[config.mk]
export PLATFORM = sky130hd
export DESIGN_NAME = maow_window
export DESIGN_NICKNAME = d
export VERILOG_FILES = /design/src/hw/maow_pkg.sv /design/src/hw/maow_sample_if.sv /design/src/hw/maow_sample_hold.sv /design/src/hw/maow_window.sv
export SDC_FILE = /design/constraint.sdc
export NUM_CORES = 1
export LEC_CHECK = 0
export BUFFER_PORTS_ARGS = -buffer_cell sky130_fd_sc_hd__buf_2
export CORE_MARGIN = 1.5
export CORE_UTILIZATION = 30
export CTS_BUF_LIST = sky130_fd_sc_hd__clkbuf_8 sky130_fd_sc_hd__clkbuf_16
export CTS_CLUSTER_DIAMETER = 80
export CTS_CLUSTER_SIZE = 14
export DETAILED_ROUTE_END_ITERATION = 10
export SLEW_MARGIN = 20
export SYNTH_ARGS = -nofsm -noshare
export SYNTH_HDL_FRONTEND = slang
export SYNTH_HIERARCHICAL = 1
export SYNTH_SLANG_ARGS = --single-unit
[constraint.sdc]
create_clock -name clk -period 1.7 [get_ports clk]
set_input_delay 0.34 -clock clk [delete_from_list [all_inputs] [get_ports clk]]
set_output_delay 0.34 -clock clk [all_outputs]
set_load 0.01 [all_outputs]
[src/hw/maow_pkg.sv]
package maow_pkg;
	// window addresses
	localparam logic [7:0] MAOW_ADDR_STATUS = 8'h00;
	localparam logic [7:0] MAOW_ADDR_P_HIGH = 8'h01;
	localparam logic [7:0] MAOW_ADDR_P_MID = 8'h02;
	localparam logic [7:0] MAOW_ADDR_P_LOW = 8'h03;
	localparam logic [7:0] MAOW_ADDR_T_HIGH = 8'h04;
	localparam logic [7:0] MAOW_ADDR_T_LOW = 8'h05;
	localparam logic [7:0] MAOW_ADDR_LAST = 8'h05;
	localparam logic [7:0] MAOW_ADDR_SAMPLE_STATUS = 8'h06;
	localparam logic [7:0] MAOW_ADDR_QUEUE_STATUS = 8'h0d;
	localparam logic [7:0] MAOW_RESET_VALUE = 8'h00;
	localparam logic [7:0] MAOW_RESERVED_VALUE = 8'h00;
	// field layouts
	localparam int MAOW_P_WIDTH = 20;
	localparam int MAOW_T_WIDTH = 12;
	localparam int MAOW_P_HIGH_LSB = 12;
	localparam int MAOW_P_MID_LSB = 4;
	localparam int MAOW_T_HIGH_LSB = 4;
	localparam int MAOW_LOW_NIBBLE_POS = 4;
	// queue mode field
	typedef enum logic [1:0] {
		MAOW_MODE_OFF = 2'b00,
		MAOW_MODE_CIRCULAR = 2'b01,
		MAOW_MODE_STOP_FULL = 2'b10
	} maow_mode_t;
endpackage

[src/hw/maow_sample_if.sv]
`timescale 1ns/100ps
`default_nettype none
// live sample bytes held by the capture stage, read by the window decode
interface maow_sample_if;
	logic [7:0] status;
	logic [7:0] p_high;
	logic [7:0] p_mid;
	logic [7:0] p_low;
	logic [7:0] t_high;
	logic [7:0] t_low;
	modport holder (output status, p_high, p_mid, p_low, t_high, t_low);
	modport reader (input status, p_high, p_mid, p_low, t_high, t_low);
endinterface
`default_nettype wire

[src/hw/maow_sample_hold.sv]
`timescale 1ns/100ps
`default_nettype none
module maow_sample_hold
	import maow_pkg::*;
(
	// clock and reset
	input wire logic clk,
	input wire logic sys_rst,
	input wire logic clk_en,
	input wire logic wake_clear,
	// new sample from the converter
	input wire logic sample_load,
	input wire logic [7:0] sample_status_in,
	input wire logic [MAOW_P_WIDTH-1:0] pressure_in,
	input wire logic [MAOW_T_WIDTH-1:0] temperature_in,
	// held bytes
	maow_sample_if.holder hold
);
	always_ff @(posedge clk) begin
		if (sys_rst) begin
			hold.status <= MAOW_RESET_VALUE;
			hold.p_high <= MAOW_RESET_VALUE;
			hold.p_mid <= MAOW_RESET_VALUE;
			hold.p_low <= MAOW_RESET_VALUE;
			hold.t_high <= MAOW_RESET_VALUE;
			hold.t_low <= MAOW_RESET_VALUE;
		end else if (clk_en) begin
			if (wake_clear) begin
				// clear has priority so a stale pre-standby sample never shows
				hold.status <= MAOW_RESET_VALUE;
				hold.p_high <= MAOW_RESET_VALUE;
				hold.p_mid <= MAOW_RESET_VALUE;
				hold.p_low <= MAOW_RESET_VALUE;
				hold.t_high <= MAOW_RESET_VALUE;
				hold.t_low <= MAOW_RESET_VALUE;
			end else begin
				hold.status <= sample_status_in;
				if (sample_load) begin
					hold.p_high <= pressure_in[MAOW_P_HIGH_LSB +: 8];
					hold.p_mid <= pressure_in[MAOW_P_MID_LSB +: 8];
					hold.p_low <= {pressure_in[3:0], 4'h0};
					hold.t_high <= temperature_in[MAOW_T_HIGH_LSB +: 8];
					hold.t_low <= {temperature_in[3:0], 4'h0};
				end
			end
		end
	end
endmodule
`default_nettype wire

[src/hw/maow_window.sv]
`timescale 1ns/100ps
`default_nettype none
module maow_window
	import maow_pkg::*;
(
	// clock and reset
	input wire logic clk,
	input wire logic sys_rst,
	input wire logic clk_en,
	// device state
	input wire logic active_mode,
	input wire logic [1:0] queue_mode,
	// live sample source
	input wire logic sample_load,
	input wire logic [7:0] sample_status_in,
	input wire logic [MAOW_P_WIDTH-1:0] pressure_in,
	input wire logic [MAOW_T_WIDTH-1:0] temperature_in,
	// queue side
	input wire logic [7:0] queue_status_in,
	input wire logic [7:0] queue_data_in,
	output logic queue_pop,
	// register port: address set, then reads
	input wire logic addr_load,
	input wire logic [7:0] addr_in,
	input wire logic rd_strobe,
	output logic [7:0] rd_data,
	output logic rd_valid,
	output logic rd_in_window,
	output logic [7:0] addr_ptr
);
	import maow_pkg::*;

	maow_sample_if smp();
	maow_mode_t mode;
	logic active_q;
	logic wake_clear;
	logic queue_on;
	logic [7:0] addr_q, addr_d;
	logic [7:0] rd_data_q, rd_data_d;
	logic rd_valid_q;
	logic pop_d;

	// 11 is not a defined mode; treat as queue on, as "above zero" reads
	always_comb begin
		unique case (queue_mode)
			2'b00: mode = MAOW_MODE_OFF;
			2'b01: mode = MAOW_MODE_CIRCULAR;
			2'b10: mode = MAOW_MODE_STOP_FULL;
			default: mode = MAOW_MODE_STOP_FULL;
		endcase
	end
	assign queue_on = (mode != MAOW_MODE_OFF);

	// standby to active edge detect
	always_ff @(posedge clk) begin
		if (sys_rst) begin
			active_q <= 1'b0;
		end else if (clk_en) begin
			active_q <= active_mode;
		end
	end
	assign wake_clear = active_mode & ~active_q;

	maow_sample_hold u_hold (
		.clk(clk),
		.sys_rst(sys_rst),
		.clk_en(clk_en),
		.wake_clear(wake_clear),
		.sample_load(sample_load),
		.sample_status_in(sample_status_in),
		.pressure_in(pressure_in),
		.temperature_in(temperature_in),
		.hold(smp)
	);

	// read decode, using the mode at the moment of the access
	always_comb begin
		rd_data_d = MAOW_RESERVED_VALUE;
		pop_d = 1'b0;
		addr_d = addr_q;
		if (addr_q <= MAOW_ADDR_LAST) begin
			addr_d = (addr_q == MAOW_ADDR_LAST) ? MAOW_ADDR_STATUS : addr_q + 8'h01;
		end else begin
			addr_d = addr_q + 8'h01;
		end
		if (queue_on) begin
			unique case (addr_q)
				MAOW_ADDR_STATUS: begin
					rd_data_d = queue_status_in;
					addr_d = MAOW_ADDR_P_HIGH;
				end
				MAOW_ADDR_P_HIGH: begin
					rd_data_d = queue_data_in;
					pop_d = 1'b1;
					addr_d = MAOW_ADDR_P_HIGH;
				end
				default: rd_data_d = MAOW_RESERVED_VALUE;
			endcase
		end else begin
			unique case (addr_q)
				MAOW_ADDR_STATUS: rd_data_d = smp.status;
				MAOW_ADDR_P_HIGH: rd_data_d = smp.p_high;
				MAOW_ADDR_P_MID: rd_data_d = smp.p_mid;
				MAOW_ADDR_P_LOW: rd_data_d = smp.p_low;
				MAOW_ADDR_T_HIGH: rd_data_d = smp.t_high;
				MAOW_ADDR_T_LOW: rd_data_d = smp.t_low;
				default: rd_data_d = MAOW_RESERVED_VALUE;
			endcase
		end
	end

	// address pointer; writes into the window only move the pointer (read-only)
	always_ff @(posedge clk) begin
		if (sys_rst) begin
			addr_q <= MAOW_ADDR_STATUS;
		end else if (clk_en) begin
			if (addr_load) begin
				addr_q <= addr_in;
			end else if (rd_strobe) begin
				addr_q <= addr_d;
			end
		end
	end

	// read data register; the wake clear wipes a pending byte too
	always_ff @(posedge clk) begin
		if (sys_rst) begin
			rd_data_q <= MAOW_RESET_VALUE;
			rd_valid_q <= 1'b0;
		end else if (clk_en) begin
			rd_valid_q <= rd_strobe & ~addr_load;
			if (wake_clear) begin
				rd_data_q <= MAOW_RESET_VALUE;
			end else if (rd_strobe && !addr_load) begin
				rd_data_q <= rd_data_d;
			end
		end
	end

	assign rd_data = rd_data_q;
	assign rd_valid = rd_valid_q;
	assign rd_in_window = (addr_q <= MAOW_ADDR_LAST);
	assign addr_ptr = addr_q;
	// pop only on an accepted read of the port inside the window
	assign queue_pop = clk_en & rd_strobe & ~addr_load & pop_d & rd_in_window;
endmodule
`default_nettype wire

**After elaboration in Yosys (flattened, before gate mapping)**

Index checks and enable logic that the tools add are counted.

- Word-level logic and storage cells: 63
- Input bits: 73
- Output and inout bits: 19
- Bits in registers: 66

- Add/sub/neg operators: 1
- Reduce and logical (&&, ||, !) cells: 12
- Mux-type cells: 25
- Eq/ne operators: 6
- Magnitude comparators: 1
- Bitwise logic cells: 8

Operators by type and width:

| operator | number |
|---|---|
| $mux 8 | 20 |
| $pmux 8 s6 | 1 |
| $eq 8x2->1 const B | 2 |
| $eq 8x3->1 const B | 2 |
| $pmux 8 s2 | 1 |
| $add 8x1->8 const B | 1 |
| $eq 8x1->1 const B | 1 |
| $le 8x3->1 const B | 1 |
| $logic_not 8->1 | 1 |
| $reduce_bool 2->1 | 4 |
| $and 1x1->1 | 6 |
| $reduce_and 2->1 | 3 |
| $pmux 2 s2 | 1 |
| $eq 2x1->1 const B | 1 |
| $logic_not 2->1 | 1 |
| $mux 1 | 2 |
| $not 1->1 | 2 |
| $reduce_or 2->1 | 1 |
| $logic_and 1x1->1 | 1 |
| $logic_not 1->1 | 1 |

**Logic depth before layout (Yosys ltp)**

- Word-level depth: 7
- Depth in mapped cells: 8
- Mapped depth without buffers: 6

**Hierarchy**

Netlist, hierarchy kept.

By module, submodules not included:

| module | seq. area each (um^2) | cells each | area an instance (um^2) | instances |
|---|---|---|---|---|
| maow_sample_hold | 800.8 | 187 | 1979.4 | 1 |
| maow_window | 360.3 | 187 | 1512.7 | 1 |

**Worst setup path before layout**

No wires, ideal clock.

- Path type: register -> output
- Start point: register addr_q[0], in the netlist addr_ptr[0]
- End point: output queue_pop
- Cell stages (with the launch flop): 5
- Path buffers: 2
- Arrival time: 1545 ps
- Slack: -185 ps
- Data required time: 1360 ps
- Cell sequence: dfxtp_1 > ha_1 > buf_2 > clkbuf_1 > nor4b_1

- Word-level cells in the longest chain between the ends: 5
- Elaborated cells between the ends (all ways): 6
- Those cells by class: 1 x order compare; 1 x eq/ne; 2 x mux; 2 x bitwise

Ends and longest elaborated chain:

| what | RTL line | source |
|---|---|---|
| start: declaration | maow_window.sv:38 | `logic [7:0] addr_q, addr_d;` |
| start signal: assignment | maow_window.sv:118 | `addr_q <= addr_in;` |
| start signal: assignment | maow_window.sv:120 | `addr_q <= addr_d;` |
| $eq 8x1->1 | maow_window.sv:87 | `unique case (addr_q)` |
| $mux 1 | maow_window.sv:87 |  |
| $mux 1 | maow_window.sv:86 | `if (queue_on) begin` |
| $and 1x1->1 | maow_window.sv:145 | `assign queue_pop = clk_en & rd_strobe & ~addr_load & pop_d & rd_in_window;` |
| $and 1x1->1 (*) | maow_window.sv:145 |  |
| end: declaration | maow_window.sv:21 | `output logic queue_pop,` |

Mark *: on every way between the ends. The rest lies on a longest branch, timed or not.

**Final worst setup path**

- Start point: register addr_q[0], in the netlist addr_ptr[0]
- End point: output rd_in_window

- Word-level cells in the longest chain between the ends: 1

Ends and longest elaborated chain:

| what | RTL line | source |
|---|---|---|
| $le 8x3->1 | maow_window.sv:142 | `assign rd_in_window = (addr_q <= MAOW_ADDR_LAST);` |
| end: declaration | maow_window.sv:28 | `output logic rd_in_window,` |

No other way between the ends.

==> metrics.csv <==
stage,metric,value,unit
clocking,worst-skew pair later-pin latency,0.32,ns
worst_setup_path,peak fanout along the critical path,4,
layout,Fillers,1117,
routing,WL final,9.973,mm
sta,period utilization,109.2,%
routing,met3 WL,584,um
die,Die Wd,110.9,um
synth,Synth Warn #,6,
die,Starting Density,30.71,%
run_status,violated checks,negative setup slack,
sta,worst slew pin tran,0.5534,ns
place,dpl cells,612,
clocking,total CTS buffers,9,
place,DP Area,4249,um2
routing,met1 wire length,4.487,mm
worst_setup_path,Critical Path Slowest Stage Cell,dfxtp_2,
power,peak supply drop,465.5,uV
sta,setup violators final,3,
sta,clock skew,0.009351,ns
worst_setup_path,WS Path Type,reg -> out,
worst_setup_path,CP Capture Type,output port,
min_path,Worst Hold End,active_q$_SDFFE_PP0P_,
sta,max-slew violations,0,
flow_run,max-cap viol count,0,
synth,cell count after synthesis,374,
global_route,initial antenna violation count,0,
sta,setup TNS,-0.3074,ns
worst_setup_path,Critical R2R Capture,rd_data[5]$_SDFFE_PP0P_,
layout,"Net count, final",566,
routing,routed wl met2,4.772,mm
worst_setup_path,r2r setup slk,-0.02,ns
synth,fraction of registers with async set/reset,0,%
layout,ant diodes,0,
layout,most frequent cells in the layout,"buf_2, dfxtp_1, nand2b_1",
global_route,pin count of the biggest net entering global routing,54,
global_route,gr usage total,16.07,%
routing,Initial DRT Pass Iterations,4,
global_route,Overflow after GRT,0,
routing,Post-route DRC,0,
layout,"commonest non-fill, non-tap cell in the layout",buf_2,
layout,area delta synth->final,38.77,%
worst_setup_path,worst reg2reg path startpoint,addr_ptr[0]$_SDFFE_PP0P_,
synth,"EDFF count, synth",0,
layout,"Design Area, Final",4846,um2
global_route,vias in the first global route,3221,
worst_setup_path,r2r worst-path depth,7,
routing,vias per cell,5.140,
synth,"FF+latch count, synth",58,
worst_setup_path,max incr delay on CP,0.36,ns
die,Ports,92,
clocking,CTS Root Cell,clkbuf_16,
sta,Max Fclk,0.5385,GHz
routing,routed via count,3274,
clocking,clock tree from TritonCTS,done,
synth,mapped cell area,3492,um2
power,LEAKAGE,1.876,nW
sta,Slew HR,63.10,%
worst_setup_path,worst path bufs/invs,4,
run_status,status,"complete, but fails checks",
min_path,HP Start,active_mode,
place,port bufs,91,
synth,syn_area_per_cell,9.337,um2
worst_setup_path,Crit path arrival time,1.52,ns
clocking,Clock Tree Buf Depth,2,
routing,Routed wire per std cell,15.66,um
worst_setup_path,CP top delay family,buffers and inverters,
layout,Non-Filler Instances,637,
synth,count of different cell masters after synthesis,57,
routing,post-route ant nets,0,
power,Pwr Density,885.4,nW/um2
die,die height,110.9,um
routing,initial drt markers,208,
clocking,clk sink count,58,
sta,RSZ-0062 raised after global routing,yes,
synth,Post-synth top flop,dfxtp_1,
sta,Final Critical Period,1.857,ns
clocking,htree depth,3,
synth,register area share after synthesis,33.25,%
sta,final hold vios,0,
min_path,Hold Path Class,in -> reg,
die,Row Count,39,
clocking,"CTS clk-pin slew, worst paths",0.06,ns
die,Die Area,12300,um2
place,GPL Wtd Cong,0.8702,
min_path,hold path depth,3,
die,Core Area,11370,um2
routing,Top Metal Used,met4,
worst_setup_path,worst path cell trace,inv_2 -> ha_2 -> buf_4 -> buf_6 -> nor2_2 -> a21oi_1 -> buf_2,
sta,final critical-path setup slack,-0.1571,ns
global_route,global-route wire length before repair,15.99,mm
place,DP HPWL,7.312,mm
layout,share of post-route cells with drive strength above 1,45.95,%
worst_setup_path,type of origin of the critical path,register,
worst_setup_path,Worst Path Required,1.36,ns
[timing repair]
item / 4_1_cts / 5_1_grt
resized for setup: 24 / 27
buffers inserted: 8 / 1
hold buffers: 0 / 0
hold endpoints to repair: 0 / 0
pin swaps: 7 / 22
setup endpoints to repair: 13 / 13
[synthesized netlist by cell type, drive strengths merged, types with 3 or more instances]
library cell,n,share of area (%)
a21boi,7,1.5
a21oi,18,2.6
a22o,14,3.5
a22oi,9,1.9
a31oi,6,1.1
a32o,7,2.0
buf,28,5.8
clkbuf,15,1.6
dfxtp,58,33
ha,4,1.4
inv,35,3.8
nand2,7,0.75
nand2b,41,7.3
nand3,16,2.6
nand3b,11,2.8
nor2,4,0.50
nor3,9,1.6
nor4b,3,0.75
o21ai,9,1.4
o311ai,7,1.8
o32ai,32,14
or2,4,0.72
[worst max-delay path by stage]
stage | startpoint | endpoint | cells after the start | slack, ns
floorplan | addr_ptr[0]$_SDFFE_PP0P_ | rd_data[1]$_SDFFE_PP0P_ | 7 | 0.004
global placement | addr_ptr[0]$_SDFFE_PP0P_ | rd_data[3]$_SDFFE_PP0P_ | 7 | -0.10
detailed placement | addr_ptr[1]$_SDFFE_PP0P_ | rd_data[4]$_SDFFE_PP0P_ | 6 | -0.17
CTS | addr_ptr[5]$_SDFFE_PP0P_ | queue_pop | 4 | -0.14
global route | addr_ptr[5]$_SDFFE_PP0P_ | queue_pop | 4 | -0.24
finish | addr_ptr[0]$_SDFFE_PP0P_ | rd_in_window | 7 | -0.16
[registers in the layout, summed over array words and instances, names as in the netlist]
signal and count:
u_hold/hold.status 8, u_hold/hold.t_low 4, addr_ptr 8, rd_valid 1, u_hold/hold.t_high 8, rd_data 8
active_q 1, u_hold/hold.p_low 4, u_hold/hold.p_mid 8, u_hold/hold.p_high 8
[worst register-to-register path, cell delays in order (launching register included)]
cell and delay (ns):
dfxtp_2 0.34, buf_6 0.12, buf_6 0.11, ha_4 0.18
a222oi_1 0.32, nand2_1 0.10, and4b_1 0.21, a211o_1 0.22
[report_power, final]
| part | internal (mW) | leakage [nW] | switching [mW] |
|---|---|---|---|
| clock | 1.36 | 0.167 | 0.618 |
| combinational | 0.404 | 1.24 | 0.451 |
| sequential | 1.42 | 0.474 | 0.0446 |
[metal layers]
metal | up-vias | track usage [%]
met3 | 10 | 4.101
li1 | 1611 | -
met5 | - | 0
met1 | 1557 | 21.00
met4 | 0 | 4.188
met2 | 96 | 26.42
[stage by stage]
stage / total power, mW / setup WS [ns] / hold WS, ns / utilization, %
3_3_place_gp: 2.214 / -0.1042 / 0.4481 / 37.37
3_5_place_dp: 2.228 / -0.1714 / 0.4524 / 37.37
2_1_floorplan: 1.937 / 0.004105 / 0.4448 / -
4_1_cts: 4.269 / -0.1373 / 0.2621 / 41.50
6_report: 4.291 / -0.1571 / 0.2693 / 42.62
5_1_grt: 4.459 / -0.2378 / 0.2745 / 42.62
[kinds of logic after synthesis]
family,after synthesis,synth area share [%]
compound gates,122,33.68
fa+ha+maj,4,1.433
buf+inv,78,11.18
flops,58,33.25
mux,1,0.2866
other cells,1,0.1074
simple gates,110,20.06
[area by class of cell]
class | count | area (um2) | share of cell area, %
multi-input cells | 245 | 2156 | 44.49
flip-flops and latches | 58 | 1166 | 24.06
repair buffers | 140 | 883.3 | 18.23
clock buffers | 11 | 252.7 | 5.216
well taps | 143 | 178.9 | 3.692
inverters | 35 | 131.4 | 2.711
clock inverters | 5 | 77.57 | 1.601
No activity file was read; power rests on OpenSTA's default activity.
